### src/rtl/bfs_pkg.sv
package bfs_pkg;

  // Clock and timing
  localparam int CLK_HZ        = 25_000_000;
  localparam int PG_RISE_US    = 1000;
  localparam int PG_FALL_NS    = 2000;
  localparam int UV_DELAY_US   = 1000;
  localparam int PG_RISE_CYC   = (CLK_HZ / 1_000_000) * PG_RISE_US;
  localparam int PG_FALL_CYC   = ((CLK_HZ / 1_000_000) * PG_FALL_NS) / 1000;
  localparam int UV_DELAY_CYC  = (CLK_HZ / 1_000_000) * UV_DELAY_US;

  // Register byte addresses
  localparam logic [7:0] ADDR_CTRL     = 8'h00;
  localparam logic [7:0] ADDR_STATUS   = 8'h04;
  localparam logic [7:0] ADDR_IRQ_STAT = 8'h08;
  localparam logic [7:0] ADDR_IRQ_MASK = 8'h0C;
  localparam logic [7:0] ADDR_ON_TIME  = 8'h10;
  localparam logic [7:0] ADDR_MIN_ON   = 8'h14;
  localparam logic [7:0] ADDR_ZC_DLY   = 8'h18;

  // Reset values
  localparam logic       CTRL_RST      = 1'b1;
  localparam logic [7:0] ON_TIME_RST   = 8'h10;
  localparam logic [7:0] MIN_ON_RST    = 8'h04;
  localparam logic [3:0] ZC_DLY_RST    = 4'h4;
  localparam logic [6:0] IRQ_MASK_RST  = 7'h00;

  // Event bits in IRQ_STAT / IRQ_MASK
  localparam int EV_PG_RISE  = 0;
  localparam int EV_PG_FALL  = 1;
  localparam int EV_UV_FAULT = 2;
  localparam int EV_OV_FAULT = 3;
  localparam int EV_BAND     = 4;
  localparam int EV_LOCKOUT  = 5;
  localparam int EV_THERMAL  = 6;
  localparam int EV_N        = 7;

  // Synchronised comparator flag positions
  localparam int SY_SS_DONE  = 0;
  localparam int SY_IN_WIN   = 1;
  localparam int SY_OUT_WIN  = 2;
  localparam int SY_UV       = 3;
  localparam int SY_OV       = 4;
  localparam int SY_BAND     = 5;
  localparam int SY_VALLEY   = 6;
  localparam int SY_NEGLIM   = 7;
  localparam int SY_ZC       = 8;
  localparam int SY_SUP_LOW  = 9;
  localparam int SY_SUP_OK   = 10;
  localparam int SY_HOT      = 11;
  localparam int SY_COOL     = 12;
  localparam int SY_EN       = 13;
  localparam int SY_PWM      = 14;
  localparam int SY_ZC_LATE  = 15;
  localparam int SY_ZC_EARLY = 16;
  localparam int SY_BIAS_RST = 17;
  localparam int SY_MODE_PG  = 18;
  localparam int SY_N        = 19;

  typedef enum logic [2:0] {
    BFS_SW_OFF,
    BFS_SW_HIGH,
    BFS_SW_LOW,
    BFS_SW_OV_LOW,
    BFS_SW_OV_HIGH
  } bfs_sw_state_t;

endpackage : bfs_pkg

### src/rtl/bfs_buck_fault_supervisor.sv
`timescale 1ns/1ns
// Notes on behaviour
// - Power-good held low until soft-start done
// - In +-8% window for 1 ms raises power-good
// - Outside +-16% for 2 us drops power-good
// - Valley overcurrent holds off, no new pulse
// - Below 68% for 1 ms latches both off
// - Undervoltage check only after soft-start
// - Above 120%: high off, low on
// - Negative limit: low off, min on-time high
// - Below UV 1 ms ends cycling: low latched on
// - Faults clear only by bias cycle or enable
// - 8% band: forced low-side discharge, no latch
// - Supply lockout stops switching, auto resume
// - Thermal shutdown with hysteresis, no latch
// - Skip mode: low off at zero current
// - Discontinuous on-time equals continuous on-time
// - Power-good tie keeps continuous conduction
// - Forced continuous only after power-good high
// - Adaptive zero-cross delay cancels offset, delay
module bfs_buck_fault_supervisor #(
  parameter logic [15:0] PG_RISE_CYC  = 16'(bfs_pkg::PG_RISE_CYC),
  parameter logic [15:0] UV_DELAY_CYC = 16'(bfs_pkg::UV_DELAY_CYC)
) (
  input  wire logic        pclk,
  input  wire logic        presetn,
  input  wire logic        psel,
  input  wire logic        penable,
  input  wire logic        pwrite,
  input  wire logic [7:0]  paddr,
  input  wire logic [31:0] pwdata,
  output logic      [31:0] prdata,
  output logic             pready,
  output logic             pslverr,
  input  wire logic        soft_start_done,
  input  wire logic        fb_in_window,
  input  wire logic        fb_out_window,
  input  wire logic        fb_below_uv,
  input  wire logic        fb_above_ov,
  input  wire logic        fb_above_band,
  input  wire logic        valley_over_trip,
  input  wire logic        neg_current_limit,
  input  wire logic        zero_current,
  input  wire logic        supply_below_off,
  input  wire logic        supply_above_on,
  input  wire logic        temp_over,
  input  wire logic        temp_recovered,
  input  wire logic        enable_pin,
  input  wire logic        pwm_request,
  input  wire logic        zc_too_late,
  input  wire logic        zc_too_early,
  input  wire logic        bias_reset,
  input  wire logic        mode_tied_pg,
  output logic             high_side_on,
  output logic             low_side_on,
  output logic             output_ok_flag,
  output logic             irq
);

  logic [bfs_pkg::SY_N-1:0] sync1_q;
  logic [bfs_pkg::SY_N-1:0] sync2_q;
  logic [bfs_pkg::SY_N-1:0] raw;

  logic                     ctrl_en_q;
  logic [bfs_pkg::EV_N-1:0] irq_stat_q;
  logic [bfs_pkg::EV_N-1:0] irq_mask_q;
  logic [7:0]               on_time_q;
  logic [7:0]               min_on_q;
  logic [3:0]               zc_dly_q;

  logic        pg_q;
  logic [15:0] pg_cnt_q;
  logic [15:0] uv_cnt_q;
  logic        undervoltage_fault;
  logic        overvoltage_fault;
  logic        ov_final_q;
  logic        supply_low_lockout;
  logic        thermal_off_q;
  logic        band_q;
  logic        en_prev_q;

  bfs_pkg::bfs_sw_state_t sw_q;
  logic [7:0]  tmr_q;
  logic [3:0]  zc_cnt_q;
  logic        zc_arm_q;
  logic        ls_cut_q;

  logic        ss_done;
  logic        running;
  logic        halted;
  logic        forced_continuous_mode;
  logic        fault_clear;
  logic        apb_access;
  logic        apb_wr;
  logic        apb_rd;
  logic [bfs_pkg::EV_N-1:0] ev;
  logic [bfs_pkg::EV_N-1:0] ev_w1c;
  logic [31:0] rd_val;
  logic        addr_ok;

  function automatic logic addr_mapped(input logic [7:0] a);
    addr_mapped = (a == bfs_pkg::ADDR_CTRL) || (a == bfs_pkg::ADDR_STATUS) ||
                  (a == bfs_pkg::ADDR_IRQ_STAT) || (a == bfs_pkg::ADDR_IRQ_MASK) ||
                  (a == bfs_pkg::ADDR_ON_TIME) || (a == bfs_pkg::ADDR_MIN_ON) ||
                  (a == bfs_pkg::ADDR_ZC_DLY);
  endfunction : addr_mapped

  // Comparators are asynchronous to pclk; only the second stage is used
  assign raw = {mode_tied_pg, bias_reset, zc_too_early, zc_too_late, pwm_request,
                enable_pin, temp_recovered, temp_over, supply_above_on, supply_below_off,
                zero_current, neg_current_limit, valley_over_trip, fb_above_band,
                fb_above_ov, fb_below_uv, fb_out_window, fb_in_window, soft_start_done};

  always_ff @(posedge pclk or negedge presetn) begin
    if (!presetn) begin
      sync1_q <= '0;
      sync2_q <= '0;
    end else begin
      sync1_q <= raw;
      sync2_q <= sync1_q;
    end
  end

  assign ss_done     = sync2_q[bfs_pkg::SY_SS_DONE];
  assign fault_clear = sync2_q[bfs_pkg::SY_BIAS_RST] ||
                       (sync2_q[bfs_pkg::SY_EN] && !en_prev_q);
  assign halted      = supply_low_lockout || thermal_off_q;
  assign running     = ctrl_en_q && sync2_q[bfs_pkg::SY_EN] && !halted;
  // Power-good tie only takes effect once power-good is high
  assign forced_continuous_mode = sync2_q[bfs_pkg::SY_MODE_PG] && pg_q;

  // Lockout and thermal both use separate off/on comparators for hysteresis
  always_ff @(posedge pclk or negedge presetn) begin
    if (!presetn) begin
      supply_low_lockout <= 1'b1;
      thermal_off_q      <= 1'b0;
      en_prev_q          <= 1'b0;
    end else begin
      en_prev_q <= sync2_q[bfs_pkg::SY_EN];
      if (sync2_q[bfs_pkg::SY_SUP_LOW]) begin
        supply_low_lockout <= 1'b1;
      end else if (sync2_q[bfs_pkg::SY_SUP_OK]) begin
        supply_low_lockout <= 1'b0;
      end
      if (sync2_q[bfs_pkg::SY_HOT]) begin
        thermal_off_q <= 1'b1;
      end else if (sync2_q[bfs_pkg::SY_COOL]) begin
        thermal_off_q <= 1'b0;
      end
    end
  end

  // Power-good qualification; counter restarts whenever the condition breaks
  always_ff @(posedge pclk or negedge presetn) begin
    if (!presetn) begin
      pg_q     <= 1'b0;
      pg_cnt_q <= 16'h0000;
    end else if (!ss_done || !running || undervoltage_fault || overvoltage_fault) begin
      pg_q     <= 1'b0;
      pg_cnt_q <= 16'h0000;
    end else if (!pg_q) begin
      if (!sync2_q[bfs_pkg::SY_IN_WIN]) begin
        pg_cnt_q <= 16'h0000;
      end else if (pg_cnt_q == PG_RISE_CYC - 16'h0001) begin
        pg_q     <= 1'b1;
        pg_cnt_q <= 16'h0000;
      end else begin
        pg_cnt_q <= pg_cnt_q + 16'h0001;
      end
    end else begin
      if (!sync2_q[bfs_pkg::SY_OUT_WIN]) begin
        pg_cnt_q <= 16'h0000;
      end else if (pg_cnt_q == 16'(bfs_pkg::PG_FALL_CYC) - 16'h0001) begin
        pg_q     <= 1'b0;
        pg_cnt_q <= 16'h0000;
      end else begin
        pg_cnt_q <= pg_cnt_q + 16'h0001;
      end
    end
  end

  // Undervoltage delay counter, shared by the UV latch and the OV exit
  always_ff @(posedge pclk or negedge presetn) begin
    if (!presetn) begin
      uv_cnt_q           <= 16'h0000;
      undervoltage_fault <= 1'b0;
      overvoltage_fault  <= 1'b0;
      ov_final_q         <= 1'b0;
    end else if (fault_clear) begin
      uv_cnt_q           <= 16'h0000;
      undervoltage_fault <= 1'b0;
      overvoltage_fault  <= 1'b0;
      ov_final_q         <= 1'b0;
    end else begin
      if (!sync2_q[bfs_pkg::SY_UV] || (!ss_done && !overvoltage_fault) ||
          undervoltage_fault || ov_final_q) begin
        uv_cnt_q <= 16'h0000;
      end else if (uv_cnt_q == UV_DELAY_CYC - 16'h0001) begin
        uv_cnt_q <= 16'h0000;
        if (overvoltage_fault) begin
          ov_final_q <= 1'b1;
        end else begin
          undervoltage_fault <= 1'b1;
        end
      end else begin
        uv_cnt_q <= uv_cnt_q + 16'h0001;
      end
      if (sync2_q[bfs_pkg::SY_OV] && !undervoltage_fault && running) begin
        overvoltage_fault <= 1'b1;
      end
    end
  end

  // Soft overvoltage band is not a latch: it follows the comparator
  always_ff @(posedge pclk or negedge presetn) begin
    if (!presetn) begin
      band_q <= 1'b0;
    end else begin
      band_q <= sync2_q[bfs_pkg::SY_BAND] && running;
    end
  end

  // Adaptive zero-cross delay: late detection shortens it, early lengthens it
  always_ff @(posedge pclk or negedge presetn) begin
    if (!presetn) begin
      zc_dly_q <= bfs_pkg::ZC_DLY_RST;
    end else if (sync2_q[bfs_pkg::SY_ZC_LATE] && zc_dly_q != 4'h0) begin
      zc_dly_q <= zc_dly_q - 4'h1;
    end else if (sync2_q[bfs_pkg::SY_ZC_EARLY] && !sync2_q[bfs_pkg::SY_ZC_LATE] &&
                 zc_dly_q != 4'hF) begin
      zc_dly_q <= zc_dly_q + 4'h1;
    end
  end

  // Switching sequencer
  always_ff @(posedge pclk or negedge presetn) begin
    if (!presetn) begin
      sw_q     <= bfs_pkg::BFS_SW_OFF;
      tmr_q    <= 8'h00;
      zc_cnt_q <= 4'h0;
      zc_arm_q <= 1'b0;
      ls_cut_q <= 1'b0;
    end else if (halted || !running || undervoltage_fault || ov_final_q) begin
      sw_q     <= bfs_pkg::BFS_SW_OFF;
      zc_arm_q <= 1'b0;
      ls_cut_q <= 1'b0;
    end else if (overvoltage_fault && sw_q != bfs_pkg::BFS_SW_OV_LOW &&
                 sw_q != bfs_pkg::BFS_SW_OV_HIGH) begin
      sw_q <= bfs_pkg::BFS_SW_OV_LOW;
    end else begin
      case (sw_q)
        bfs_pkg::BFS_SW_OFF: begin
          if (sync2_q[bfs_pkg::SY_PWM] && !sync2_q[bfs_pkg::SY_VALLEY]) begin
            sw_q  <= bfs_pkg::BFS_SW_HIGH;
            tmr_q <= on_time_q;
          end
        end
        bfs_pkg::BFS_SW_HIGH: begin
          // Same on-time whether conduction is continuous or not
          if (tmr_q <= 8'h01) begin
            sw_q     <= bfs_pkg::BFS_SW_LOW;
            zc_arm_q <= 1'b0;
            ls_cut_q <= 1'b0;
          end else begin
            tmr_q <= tmr_q - 8'h01;
          end
        end
        bfs_pkg::BFS_SW_LOW: begin
          if (sync2_q[bfs_pkg::SY_PWM] && !sync2_q[bfs_pkg::SY_VALLEY]) begin
            sw_q  <= bfs_pkg::BFS_SW_HIGH;
            tmr_q <= on_time_q;
          end else if (band_q) begin
            // Discharge past zero current, bounded by the negative limit
            ls_cut_q <= sync2_q[bfs_pkg::SY_NEGLIM];
            zc_arm_q <= 1'b0;
          end else if (!forced_continuous_mode) begin
            if (zc_arm_q) begin
              if (zc_cnt_q == 4'h0) begin
                ls_cut_q <= 1'b1;
                zc_arm_q <= 1'b0;
              end else begin
                zc_cnt_q <= zc_cnt_q - 4'h1;
              end
            end else if (sync2_q[bfs_pkg::SY_ZC] && !ls_cut_q) begin
              zc_arm_q <= 1'b1;
              zc_cnt_q <= zc_dly_q;
            end
          end else begin
            ls_cut_q <= 1'b0;
            zc_arm_q <= 1'b0;
          end
        end
        bfs_pkg::BFS_SW_OV_LOW: begin
          if (sync2_q[bfs_pkg::SY_NEGLIM]) begin
            sw_q  <= bfs_pkg::BFS_SW_OV_HIGH;
            tmr_q <= min_on_q;
          end
        end
        bfs_pkg::BFS_SW_OV_HIGH: begin
          if (tmr_q <= 8'h01) begin
            sw_q <= bfs_pkg::BFS_SW_OV_LOW;
          end else begin
            tmr_q <= tmr_q - 8'h01;
          end
        end
        default: begin
          sw_q <= bfs_pkg::BFS_SW_OFF;
        end
      endcase
    end
  end

  // Driver outputs registered; never both on
  always_ff @(posedge pclk or negedge presetn) begin
    if (!presetn) begin
      high_side_on <= 1'b0;
      low_side_on  <= 1'b0;
    end else if (halted || undervoltage_fault) begin
      high_side_on <= 1'b0;
      low_side_on  <= 1'b0;
    end else if (ov_final_q) begin
      high_side_on <= 1'b0;
      low_side_on  <= 1'b1;
    end else begin
      high_side_on <= (sw_q == bfs_pkg::BFS_SW_HIGH) || (sw_q == bfs_pkg::BFS_SW_OV_HIGH);
      low_side_on  <= ((sw_q == bfs_pkg::BFS_SW_LOW) && !ls_cut_q) ||
                      (sw_q == bfs_pkg::BFS_SW_OV_LOW);
    end
  end

  always_ff @(posedge pclk or negedge presetn) begin
    if (!presetn) begin
      output_ok_flag <= 1'b0;
    end else begin
      output_ok_flag <= pg_q;
    end
  end

  // APB slave: one wait state, pready and prdata registered
  assign apb_access = psel && penable && !pready;
  assign apb_wr     = apb_access && pwrite;
  assign apb_rd     = apb_access && !pwrite;
  assign addr_ok    = addr_mapped(paddr);

  always_comb begin
    rd_val = 32'h0000_0000;
    case (paddr)
      bfs_pkg::ADDR_CTRL:     rd_val[0] = ctrl_en_q;
      bfs_pkg::ADDR_STATUS:   rd_val[9:0] = {forced_continuous_mode, ov_final_q, band_q,
                                             thermal_off_q, supply_low_lockout,
                                             overvoltage_fault, undervoltage_fault,
                                             ss_done, pg_q, running};
      bfs_pkg::ADDR_IRQ_STAT: rd_val[bfs_pkg::EV_N-1:0] = irq_stat_q;
      bfs_pkg::ADDR_IRQ_MASK: rd_val[bfs_pkg::EV_N-1:0] = irq_mask_q;
      bfs_pkg::ADDR_ON_TIME:  rd_val[7:0] = on_time_q;
      bfs_pkg::ADDR_MIN_ON:   rd_val[7:0] = min_on_q;
      bfs_pkg::ADDR_ZC_DLY:   rd_val[3:0] = zc_dly_q;
      default:                rd_val = 32'h0000_0000;
    endcase
  end

  always_ff @(posedge pclk or negedge presetn) begin
    if (!presetn) begin
      pready  <= 1'b0;
      pslverr <= 1'b0;
      prdata  <= 32'h0000_0000;
    end else begin
      pready  <= apb_access;
      pslverr <= apb_access && !addr_ok;
      prdata  <= apb_rd ? rd_val : 32'h0000_0000;
    end
  end

  always_ff @(posedge pclk or negedge presetn) begin
    if (!presetn) begin
      ctrl_en_q  <= bfs_pkg::CTRL_RST;
      irq_mask_q <= bfs_pkg::IRQ_MASK_RST;
      on_time_q  <= bfs_pkg::ON_TIME_RST;
      min_on_q   <= bfs_pkg::MIN_ON_RST;
    end else if (apb_wr) begin
      case (paddr)
        bfs_pkg::ADDR_CTRL:     ctrl_en_q  <= pwdata[0];
        bfs_pkg::ADDR_IRQ_MASK: irq_mask_q <= pwdata[bfs_pkg::EV_N-1:0];
        bfs_pkg::ADDR_ON_TIME:  on_time_q  <= pwdata[7:0];
        bfs_pkg::ADDR_MIN_ON:   min_on_q   <= pwdata[7:0];
        default: ;
      endcase
    end
  end

  // Events: rising edges of the state they report
  assign ev[bfs_pkg::EV_PG_RISE]  = pg_q && !output_ok_flag;
  assign ev[bfs_pkg::EV_PG_FALL]  = !pg_q && output_ok_flag;
  assign ev[bfs_pkg::EV_UV_FAULT] = sync2_q[bfs_pkg::SY_UV] && (uv_cnt_q == UV_DELAY_CYC - 16'h0001) &&
                                    !overvoltage_fault && ss_done && !fault_clear;
  assign ev[bfs_pkg::EV_OV_FAULT] = sync2_q[bfs_pkg::SY_OV] && !overvoltage_fault &&
                                    !undervoltage_fault && running && !fault_clear;
  assign ev[bfs_pkg::EV_BAND]     = sync2_q[bfs_pkg::SY_BAND] && running && !band_q;
  assign ev[bfs_pkg::EV_LOCKOUT]  = sync2_q[bfs_pkg::SY_SUP_LOW] && !supply_low_lockout;
  assign ev[bfs_pkg::EV_THERMAL]  = sync2_q[bfs_pkg::SY_HOT] && !thermal_off_q;
  assign ev_w1c = (apb_wr && paddr == bfs_pkg::ADDR_IRQ_STAT) ? pwdata[bfs_pkg::EV_N-1:0] : '0;

  // A new event in the clearing cycle survives the clear
  always_ff @(posedge pclk or negedge presetn) begin
    if (!presetn) begin
      irq_stat_q <= '0;
      irq        <= 1'b0;
    end else begin
      irq_stat_q <= (irq_stat_q & ~ev_w1c) | ev;
      irq        <= |(((irq_stat_q & ~ev_w1c) | ev) & irq_mask_q);
    end
  end

endmodule : bfs_buck_fault_supervisor

### config.mk
export PLATFORM = sky130hd
export DESIGN_NAME = bfs_buck_fault_supervisor
export DESIGN_NICKNAME = d
export VERILOG_FILES = /design/src/rtl/bfs_pkg.sv /design/src/rtl/bfs_buck_fault_supervisor.sv
export SDC_FILE = /design/constraint.sdc
export NUM_CORES = 1
export LEC_CHECK = 0
export BUFFER_PORTS_ARGS = -buffer_cell sky130_fd_sc_hd__buf_2
export CAP_MARGIN = 20
export CORE_ASPECT_RATIO = 0.7
export CORE_MARGIN = 4
export CORE_UTILIZATION = 50
export DETAILED_ROUTE_END_ITERATION = 8
export PLACE_DENSITY = 0.71
export RECOVER_POWER = 100
export SYNTH_ARGS = -nofsm -noshare
export SYNTH_HDL_FRONTEND = slang
export SYNTH_SLANG_ARGS = --single-unit
export TNS_END_PERCENT = 30
### constraint.sdc
create_clock -name pclk -period 5.56 [get_ports pclk]
set_clock_uncertainty 0.15 [all_clocks]
set_input_delay 0.834 -clock pclk [delete_from_list [all_inputs] [get_ports pclk]]
set_output_delay 0.834 -clock pclk [all_outputs]
set_load 0.05 [all_outputs]
Yosys cells after proc, flatten, opt, wreduce, memory -nomap -nowiden
Cells that the tools add are included.
- input port bits: 64
- register bits after elaboration: 146
- magnitude comparators: 1
- add/sub/neg operators: 6
- equal/unequal tests: 31
- muxes and demuxes: 74
- reductions and logical operators: 101
- bitwise operators: 9
- operators by type and width (kind ; count):
    16-bit two-way mux ; 9
    1-bit two-way mux ; 40
    1-bit logical AND ; 35
    16-bit by 1-bit adder with 16-bit output (second input constant) ; 2
    16-bit by 15-bit equality test with 1-bit output (second input constant) ; 2
    8-bit by 5-bit equality test with 1-bit output (second input constant) ; 3
    8-bit two-way mux ; 3
    8-bit one-hot mux with 3 select lines ; 1
    1-bit logical OR ; 20
    4-bit two-way mux ; 5
    1-bit zero test ; 19
    3-bit two-way mux ; 6
    3-bit one-hot mux with 6 select lines ; 1
    16-bit by 6-bit equality test with 1-bit output (second input constant) ; 1
    8-bit by 4-bit equality test with 1-bit output (second input constant) ; 2
    4-bit != test (second input constant) ; 4
    3-bit one-hot mux with 5 select lines ; 1
    7-bit bitwise AND ; 2
    2-bit nonzero test ; 7
    3-bit one-hot mux with 4 select lines ; 1
    6-bit AND reduction ; 2
    10-bit two-way mux ; 1
    2-bit != test (second input constant) ; 5
    5-bit != test (second input constant) ; 2
    31 further kinds ; 48

Logic depth before layout (Yosys ltp)
Gate-level depths: netlist (run 1).
- depth after elaboration: 10
- mapped depth: 8
- gate-level depth less buffers: 7

Least setup slack after synthesis (run 1)
No wires, ideal clock.
- path type: input to register
- start point: input paddr[1]
- end point: register on_time_q[0]
- stages: 4
- setup time: 0.125 ns
- arrival: 2.241 ns
- path slack: 3.044 ns
- required time: 5.285 ns
- path through: or3_1 > buf_4 > nor4_4 > mux2_4
- word-level cells in the longest chain between the ends: 2
- RTL lines (item ; line ; text):
    start: declaration ; bfs_buck_fault_supervisor.sv:30 ; input wire logic [7:0] paddr,
    8-bit by 5-bit equality test with 1-bit output ; bfs_buck_fault_supervisor.sv:381 ; case (paddr)
    2-bit AND reduction (no line) ; -- ;
    end signal: assignment ; bfs_buck_fault_supervisor.sv:378 ; on_time_q <= bfs_pkg::ON_TIME_RST;
    end signal: assignment ; bfs_buck_fault_supervisor.sv:384 ; bfs_pkg::ADDR_ON_TIME: on_time_q <= pwdata[7:0];
    end: declaration ; bfs_buck_fault_supervisor.sv:67 ; logic [7:0] on_time_q;
Every way passes these cells.
A chain may end at the register's enable or synchronous reset.

Worst setup path in the final report (run 1)
- start point: input paddr[1]
- end point: register on_time_q[2]
Same word-level chain as after synthesis.

==> results of run 1 <==
-- per-stage QoR --
| stage | area, um2 | hold slack [ns] | worst slack (ns) | utilization |
|---|---|---|---|---|
| floorplan | 6979 | 0.1812 | 3.044 | - |
| global placement | 7256 | 0.1828 | 2.551 | 0.5450 |
| detailed placement | 7256 | 0.1856 | 2.607 | 0.5450 |
| CTS | 7850 | 0.2003 | 2.635 | 0.5897 |
| global route | 7764 | 0.2049 | 1.922 | 0.5832 |
| finish | 7764 | 0.1969 | 2.029 | 0.5832 |
-- cell families after synthesis --
| kind of cell | count (synthesis) |
|---|---|
| multiplexers | 24 |
| adder cells (fa/ha/maj) | 9 |
| XOR/XNOR | 31 |
| AND/OR/NAND/NOR | 235 |
| other | 1 |
| AO/OA/AOI/OAI | 136 |
| flip-flops | 146 |
| buffers and inverters | 65 |
-- layer usage --
metal,up-vias,wire (um)
li1,2389,-
met5,-,0
met3,17,1112
met2,197,7129
met1,2527,7327
met4,0,166
-- cell type report --
class                           instances  area share
Sequential cell                       146      0.4714
Multi-Input combinational cell        457      0.3752
Clock buffer                           18     0.05657
Timing Repair Buffer                   57     0.03449
Tap cell                              185     0.02981
Clock inverter                         14     0.01998
Inverter                               26     0.01257
-- where the power goes --
part	total (uW)	switching (uW)	leakage, uW	internal [uW]
Combinational	241	158	0.00116	82.9
Sequential	1180	62.9	0.00189	1110
Clock	1150	497	0.000292	652
Total	2570	719	0.00334	1850
-- critical path, delay by kind of cell --
family / cells / cell delay [ns]
buffers and inverters: 1 / 0.10
multiplexers: 1 / 0.36
AND/OR/NAND/NOR: 2 / 2.37
-- worst max path at each step --
stage / startpoint / endpoint / depth (start not counted)
2_1_floorplan: paddr[1] / on_time_q[0] / 4
3_3_place_gp: paddr[5] / prdata[7] / 6
3_5_place_dp: paddr[5] / prdata[7] / 6
4_1_cts: sw_q[0] / tmr_q[6] / 5
5_1_grt: paddr[1] / on_time_q[7] / 4
6_report: paddr[1] / on_time_q[2] / 4
-- sequential cells by signal (all words and copies together) (netlist names), 8 cells and up --
name / cells
sync1_q: 19
sync2_q: 19
pg_cnt_q: 16
uv_cnt_q: 16
prdata: 10
min_on_q: 8
on_time_q: 8
tmr_q: 8
-- cells in the final DEF, fill, tap and decap left out, types with 5 or more instances in the layout --
cell type / netlist / layout
dfrtp_1: 141 / 141
nand2b_1: 6 / 6
clkbuf_1: 7 / 21
buf_2: 6 / 34
nor3_1: 13 / 13
o21ai_0: 32 / 35
clkbuf_16: 0 / 17
inv_6: 0 / 5
mux2_1: 7 / 7
nand3b_1: 5 / 5
a21oi_1: 24 / 24
ha_1: 8 / 8
nor2_1: 69 / 71
xnor2_1: 23 / 23
and2_1: 7 / 6
nor4_1: 3 / 7
a221oi_1: 5 / 5
and3_1: 7 / 7
a211oi_1: 5 / 5
xor2_1: 8 / 8
a21o_1: 11 / 11
a22o_1: 5 / 5
inv_8: 0 / 5
mux2_4: 7 / 7
nand2_1: 39 / 40
inv_1: 25 / 25
nand3_1: 14 / 14
conb_1: 1 / 22
nor2b_1: 15 / 15
mux2_2: 8 / 8
nand4_1: 12 / 12
or3_1: 9 / 9
a22oi_1: 11 / 11
==> results.toml, run 1 <==
[layout]
area_delta_synth_final_pct = 12.51
final_net_count = 778
nFillCells = 1173
multi_input_area_um2 = 2913
regArea_um2 = 3660
diodes = 0
finalNonFillerCells = 903
drive_gt1_frac = 0.1323

[yosys]
yosysMostFrequentCell = "dfrtp_1"
synth-adder-area-share = 0.01741
ys_async_sr_fraction = 1.000
synth_area_um2 = 6900
synth_cells = 647
synth_xor_xnor_area_share = 0.03935
synthMuxAreaShare = 0.04261
seq_area_frac_synth = 0.5304
synth.distinct_cells = 80
synth_edf_count = 0
synth_common_cells = "dfrtp_1 (141), nor2_1 (69), nand2_1 (39)"
ys_warn_count = 0
synth_compound_area_frac = 0.1335
syn_avg_cell_area_um2 = 10.67
synth_top_area_cell = "dfrtp_1"
synth_top_area_share = 0.5113
synth_area_leaders = "dfrtp_1 (51%), nor2_1 (3.8%), xnor2_1 (2.9%)"
synth_top_family_by_area = "simple AND/OR/NAND/NOR gates"
synth_flop_cell = "dfrtp_1"
synth-simple-area-share = 0.1868
ys_seq_elements = 146

[critical_path]
r2r-end = "on_time_q[2]"
cp.required_ns = 5.71
cpPeakStageDelay_ns = 1.87
worstSetupPathType = "primary input to flip-flop"
worst_r2r_path_depth = 3
reg2reg_from = "pready"
reg2reg_setup_slack_ns = 2.36
critPathCaptureType = "flip-flop"
critPathLaunchType = "primary input"
slowest_stage = "nor4_1"
worst-path-max-fanout = 9
crit_arrival_ns = 3.68
worstPathCellList = "clkbuf_1 > or3_1 > nor4_1 > mux2_4"

[placed_design]
io_buffers = 55
place.gp.congestion = 0.9100
dpl.hpwl_um = 11360
post-place-cells = 870

[min_path]
hold_class = "flip-flop to flip-flop"
min_to = "sync2_q[15]"
hold_start = "sync1_q[15]"
hold_path_depth = 0

[floorplanning]
die_w_um = 148.4
die_h_um = 106.3
row_count = 35
die_area_um2 = 15770
ios = 102
core_area_um2 = 13310
start_util = 0.5183

[power]
ir_drop_uv = 208.6
p_per_area_nw_per_um2 = 330.4
p_total_uw = 2565
p_leak_uw = 0.003344

[job]
max-cap-violations = 1

[timing]
rsz0062_at_grt = "no"
setup_tns_ns = 0
worst_slew_pin_slew_ns = 2.379
fin_crit_sh = 0.6350
setup_viol = 0
fmax_mhz = 283.2
period_needed_ns = 3.531
maxSlewViolCount = 10
hold_violations = 0
slew_headroom = -0.6009

[route]
wire_per_inst_um = 17.43
viasPerCell = 5.681
drt_iter0_markers = 477
first_pass_iters = 6
ant_nets = 0
wl_um = 15740
drcViolationCount = 0
vias = 5130

[clock_tree]
cts_tree = "done"
h-tree-depth = 4
cts_resized = 0
hold_buffers = 0
clock_path_buffers = 2
numCtsBuffers = 17
postCtsSetupBuffers = 0
clock_sinks = 146
cts.clk_slew.worst_paths_ns = 0.06
clock_latency_ns = 0.42
cts-root-buf = "clkbuf_16"

[global_routing]
use_met1 = 0.3070
grt_pass1_wl_um = 26080
use_met3 = 0.06349
grtUsageTotal = 0.2078
use_met2 = 0.2986
grt_pass1_vias = 4958
busiest_layer = "met1"
gr-total-overflow = 0
grt_max_degree = 94
antenna_found_initial = 0

[outcome]
violations = "capacitance limit, slew limit"
status = "finished with violations"
No activity file was read; power rests on OpenSTA's default activity.
==> run 2, diff against run 1 <==
PLACE_DENSITY = 0.74   (was 0.71)
clock period = 3.2 ns   (was 5.56 ns; I/O delays follow)
==> results.toml, run 2 (synthesis gave the netlist of run 1 again) <==
[timing]
worst_slew_pin_slew_ns = 1.542
setup_viol = 0
setup_tns_ns = 0
fin_crit_sh = 0.8128
slew_headroom = -0.02768
fmax_mhz = 384.5
rsz0062_at_grt = "no"
period_needed_ns = 2.601
maxSlewViolCount = 63
hold_violations = 0

[clock_tree]
hold_buffers = 13
clock_sinks = 146
clock_path_buffers = 2
cts.clk_slew.worst_paths_ns = 0.06
postCtsSetupBuffers = 0
numCtsBuffers = 17
cts-root-buf = "clkbuf_16"
cts_resized = 0
cts_tree = "done"
clock_latency_ns = 0.43
h-tree-depth = 4

[power]
clkPwrFrac = 0.440
p_comb_frac = 0.101
p_int_uw = 3208
p_leak_uw = 0.003430
seq_power_share = 0.459
ir_drop_uv = 369.2
switching_share = 0.2769
switchingPower_uw = 1229
p_per_area_nw_per_um2 = 560.0

[route]
drt_iter0_markers = 497
drcViolationCount = 0
vias = 5251
viasPerCell = 5.689
wire_per_inst_um = 17.39
ant_nets = 0
first_pass_iters = 5
wl_um = 16050

[floorplanning]
start_util = 0.5183
die_area_um2 = 15770
ios = 102
row_count = 35
die_w_um = 148.4
core_area_um2 = 13310
die_h_um = 106.3

[layout]
diodes = 0
final_common_cell = "dfrtp_1"
nFillCells = 1156
area_delta_synth_final_pct = 14.81
reg.largest.list = "sync1_q x19, sync2_q x19"
final_net_count = 798
final_cell_mix = "dfrtp_1 (141), nor2_1 (71), nand2_1 (41)"
drive_gt1_frac = 0.1247
fin_area_um2 = 7923

[placed_design]
place.gp.congestion = 0.9047
dpl-instance-area_um2 = 7328
dpl.hpwl_um = 11500
io_buffers = 55

[critical_path]
worstPathCellList = "or4_1 > nor4_1 > or3_1 > nor2_1"
cp.required_ns = 3.33
slowest_stage = "nor4_1"
path_delay_family = "simple AND/OR/NAND/NOR gates"
critPathCaptureType = "flip-flop"
critPathLaunchType = "flip-flop"
worst-path-buf-inv = 0
worstSetupPathType = "flip-flop to flip-flop"
worst-path-max-fanout = 16
cpPeakStageDelay_ns = 0.67
crit_arrival_ns = 2.74

[min_path]
hold_class = "primary input to flip-flop"

[job]
max-cap-violations = 1

[outcome]
violations = "capacitance limit, slew limit"
status = "finished with violations"

[global_routing]
antenna_found_initial = 0
grt_max_degree = 64
grtUsageTotal = 0.2113
gr-total-overflow = 0
grt_pass1_vias = 5081
grt_pass1_wl_um = 26230
[run 2: changes by cell type in the layout (fill, tap and decap cells not counted), sizes merged]
cell / change
clkbuf: +3
buf: +5
dlygate4sd3: +13
clkinvlp: +1
inv: -2
[run 2: worst paths after layout]
path	cells after the start	slack, ns	from	end
setup / recovery	4	0.60	uv_cnt_q[11]	uv_cnt_q[8]
hold / removal	1	0.01	zero_current	sync1_q[8]
setup reg to reg	4	0.60	uv_cnt_q[11]	uv_cnt_q[8]
hold reg to reg	0	0.20	sync1_q[2]	sync2_q[2]
max in group asynchronous	3	0.86	presetn	min_on_q[2]
min in group asynchronous	2	0.80	presetn	pg_cnt_q[2]
[run 2: layer usage]
metal | global-route usage | routed length [um] | part of all wire | vias to the layer above
met4 | 0.08504 | 301 | 0.019 | 0
met2 | 0.3035 | 7150 | 0.45 | 214
met1 | 0.3087 | 7356 | 0.46 | 2578
li1 | - | - | - | 2433
met3 | 0.05113 | 1242 | 0.077 | 26
met5 | 0 | 0 | 0 | -
[run 2: power by group through the flow]
stage / Clock [uW] / Sequential (uW) / Combinational (uW)
detailed placement: 0 / 2070 / 436
global route: 2060 / 2050 / 502
CTS: 1980 / 2030 / 454
global placement: 0 / 2060 / 414
floorplan: 0 / 2020 / 328
finish: 1950 / 2040 / 448
[run 2: metrics by stage]
stage | setup slack (ns) | instances | total power [uW] | hold slack [ns] | utilization
floorplan | 0.7981 | 668 | 2353 | 0.03441 | -
global placement | 0.6587 | 878 | 2473 | 0.1832 | 0.5505
detailed placement | 0.6471 | 878 | 2503 | 0.1855 | 0.5505
CTS | 0.6915 | 923 | 4471 | 0.002223 | 0.6039
global route | 0.4203 | 923 | 4610 | 0.005739 | 0.5951
finish | 0.5989 | 923 | 4437 | 0.01473 | 0.5951
[run 2: cell type report]
cell class	instances	area, um2	share of cell area
Clock buffer	19	442.9	0.05591
Sequential cell	146	3660	0.4619
Multi-Input combinational cell	457	2905	0.3667
Tap cell	185	231.5	0.02922
Clock inverter	13	137.6	0.01737
Timing Repair Buffer	77	447.9	0.05654
Inverter	26	97.59	0.01232
[run 2: worst register-to-register path, stage by stage, from the launching register on]
cell     delay (ns)
dfrtp_1        0.42
or4_1          0.56
nor4_1         0.67
or3_1          0.56
nor2_1         0.11
==> run 3, diff against run 2 <==
ABC_AREA = 1   (was unset)
PLACE_DENSITY = 0.71   (was 0.74)
clock period = 2.4 ns   (was 3.2 ns; I/O delays follow)
==> results.toml, run 3 <==
[outcome]
status = "finished clean"

[timing]
holdWs_ns = 0.07685
fin_crit_sh = 0.9077
hold_violations = 0
fmax_mhz = 459.1
setup_tns_ns = 0
maxSlewViolCount = 0
period_needed_ns = 2.178
worst_slew_pin_slew_ns = 1.396
setup_viol = 0
slew_headroom = 0.06915
rsz0062_at_grt = "no"

[yosys]
synth_edf_count = 0
synth_top_area_share = 0.5109
synth_common_cells = "nand2_1 (209), dfrtp_1 (141), inv_1 (95)"
yosysMostFrequentCell = "nand2_1"
synth_flop_cell = "dfrtp_1"
syn_avg_cell_area_um2 = 8.548
ys_seq_elements = 146
synth_cells = 808
synth_area_um2 = 6907
ys_warn_count = 0
seq_area_frac_synth = 0.5299
synth_area_leaders = "dfrtp_1 (51%), nand2_1 (11%), inv_1 (5.2%)"
synth_top_area_cell = "dfrtp_1"
synth.distinct_cells = 47
ys_async_sr_fraction = 1.000

[power]
switching_share = 0.2559
p_comb_frac = 0.089
p_total_uw = 5726
p_leak_uw = 0.003794
switchingPower_uw = 1466
seq_power_share = 0.459
p_int_uw = 4261
ir_drop_uv = 481.4
clkPwrFrac = 0.452
p_per_area_nw_per_um2 = 714.6

[critical_path]
worst-path-max-fanout = 4
critPathCaptureType = "flip-flop"
slowest_stage = "dfstp_2"
cp.required_ns = 2.55
critPathLaunchType = "flip-flop"
cpPeakStageDelay_ns = 0.57
worstSetupPathType = "flip-flop to flip-flop"
crit_arrival_ns = 2.33
worstPathCellList = "inv_1 > a41oi_2 > ha_1 > nand2_1 > nor2_1 > a211oi_1 > nand2b_1 > nand2_1 > xor2_1"
crit_path_frequent_cell = "nand2_1"

[clock_tree]
numCtsBuffers = 17
clock_latency_ns = 0.42
clock_path_buffers = 2
h-tree-depth = 4
cts-root-buf = "clkbuf_16"
cts.clk_slew.worst_paths_ns = 0.06
postCtsSetupBuffers = 0
cts_tree = "done"
clock_sinks = 146

[global_routing]
gr-total-overflow = 0
grtUsageTotal = 0.2058
grt_pass1_wl_um = 25790
antenna_found_initial = 0
grt_pass1_vias = 5133
grt_max_degree = 57

[layout]
area_delta_synth_final_pct = 16.01
finalNonFillerCells = 1099
nFillCells = 1201
multi_input_area_um2 = 2668
regArea_um2 = 3660
final_net_count = 975
reg.largest.list = "sync1_q x19, sync2_q x19"
final_cell_mix = "nand2_1 (214), dfrtp_1 (141), inv_1 (96)"
drive_gt1_frac = 0.1061
final_common_cell = "nand2_1"
diodes = 0

[placed_design]
dpl.hpwl_um = 11270
place.gp.congestion = 0.8902
io_buffers = 55
post-place-cells = 1048

[route]
viasPerCell = 5.038
vias = 5537
first_pass_iters = 5
drt_iter0_markers = 402
ant_nets = 0
wl_um = 15430
drcViolationCount = 0
wire_per_inst_um = 14.04

[floorplanning]
ios = 102
row_count = 35
core_area_um2 = 13360
die_w_um = 148.5
start_util = 0.5171
die_area_um2 = 15790
die_h_um = 106.3

[job]
max-cap-violations = 0

[min_path]
hold_class = "primary input to flip-flop"
[run 3: repair_timing]
| action | 4_1_cts | 5_1_grt |
|---|---|---|
| hold endpoints to repair | 68 | 0 |
| resized for setup | 0 | 1 |
| hold buffers | 20 | 0 |
| endpoints found under the setup margin | 0 | 1 |
[run 3: layer usage]
metal  up-vias  global-route usage  routed length, um
li1       2738                   -                  -
met1      2573              0.3224               7607
met2       205              0.2882               6359
met3        21             0.04133               1249
met4         0             0.05801                216
met5         -                   0                  0
[run 3: power groups by stage]
stage | sequential, uW | combinational [uW] | clock (uW)
2_1_floorplan | 2660 | 343 | 0
3_3_place_gp | 2670 | 472 | 0
3_5_place_dp | 2670 | 482 | 0
4_1_cts | 2630 | 512 | 2630
5_1_grt | 2640 | 570 | 2750
6_report | 2630 | 509 | 2590
[run 3: final timing paths]
path                            depth (start not counted)           end  slack, ns         from
worst max-delay path                                    9   zc_dly_q[3]       0.22  zc_dly_q[2]
worst min-delay path                                    3  on_time_q[4]       0.08    pwdata[4]
worst max register to register                          9   zc_dly_q[3]       0.22  zc_dly_q[2]
worst min register to register                          0   sync2_q[14]       0.20  sync1_q[14]
max in group asynchronous                               3   zc_dly_q[2]       0.38      presetn
min in group asynchronous                               2   uv_cnt_q[7]       0.64      presetn
[run 3: cells by family after synthesis]
family | share of synthesized area
DFF | 0.5299
buffers and inverters | 0.08804
adders and majority gates | 0.01739
other | 0.0005430
AOI/OAI and AO/OA | 0.08714
xor gates and xnor gates | 0.01902
and+or+nand+nor | 0.2580
[run 3: metrics by stage]
step                instance area [um2]  setup slack (ns)    util
detailed placement                 7335            0.1303  0.5491
global route                       8013           0.06519  0.5999
global placement                   7335            0.1960  0.5491
finish                             8013            0.2216  0.5999
floorplan                          6985            0.3263       -
CTS                                8114            0.1302  0.6075
[run 3: cell type report]
cell class / count / area share
clock inverters: 14 / 0.01921
multi-input cells: 555 / 0.3329
flip-flops and latches: 146 / 0.4567
clock buffers: 17 / 0.05309
inverters: 99 / 0.04638
repair buffers: 83 / 0.06277
well taps: 185 / 0.02889
[run 3: worst max-delay path: cells and delay by family, from the launching register on]
kind | cells | cell delay (ns)
fa+ha+maj | 1 | 0.32
simple gates | 4 | 0.31
xor+xnor | 1 | 0.13
compound gates | 2 | 0.49
flops | 1 | 0.57
buf+inv | 1 | 0.08
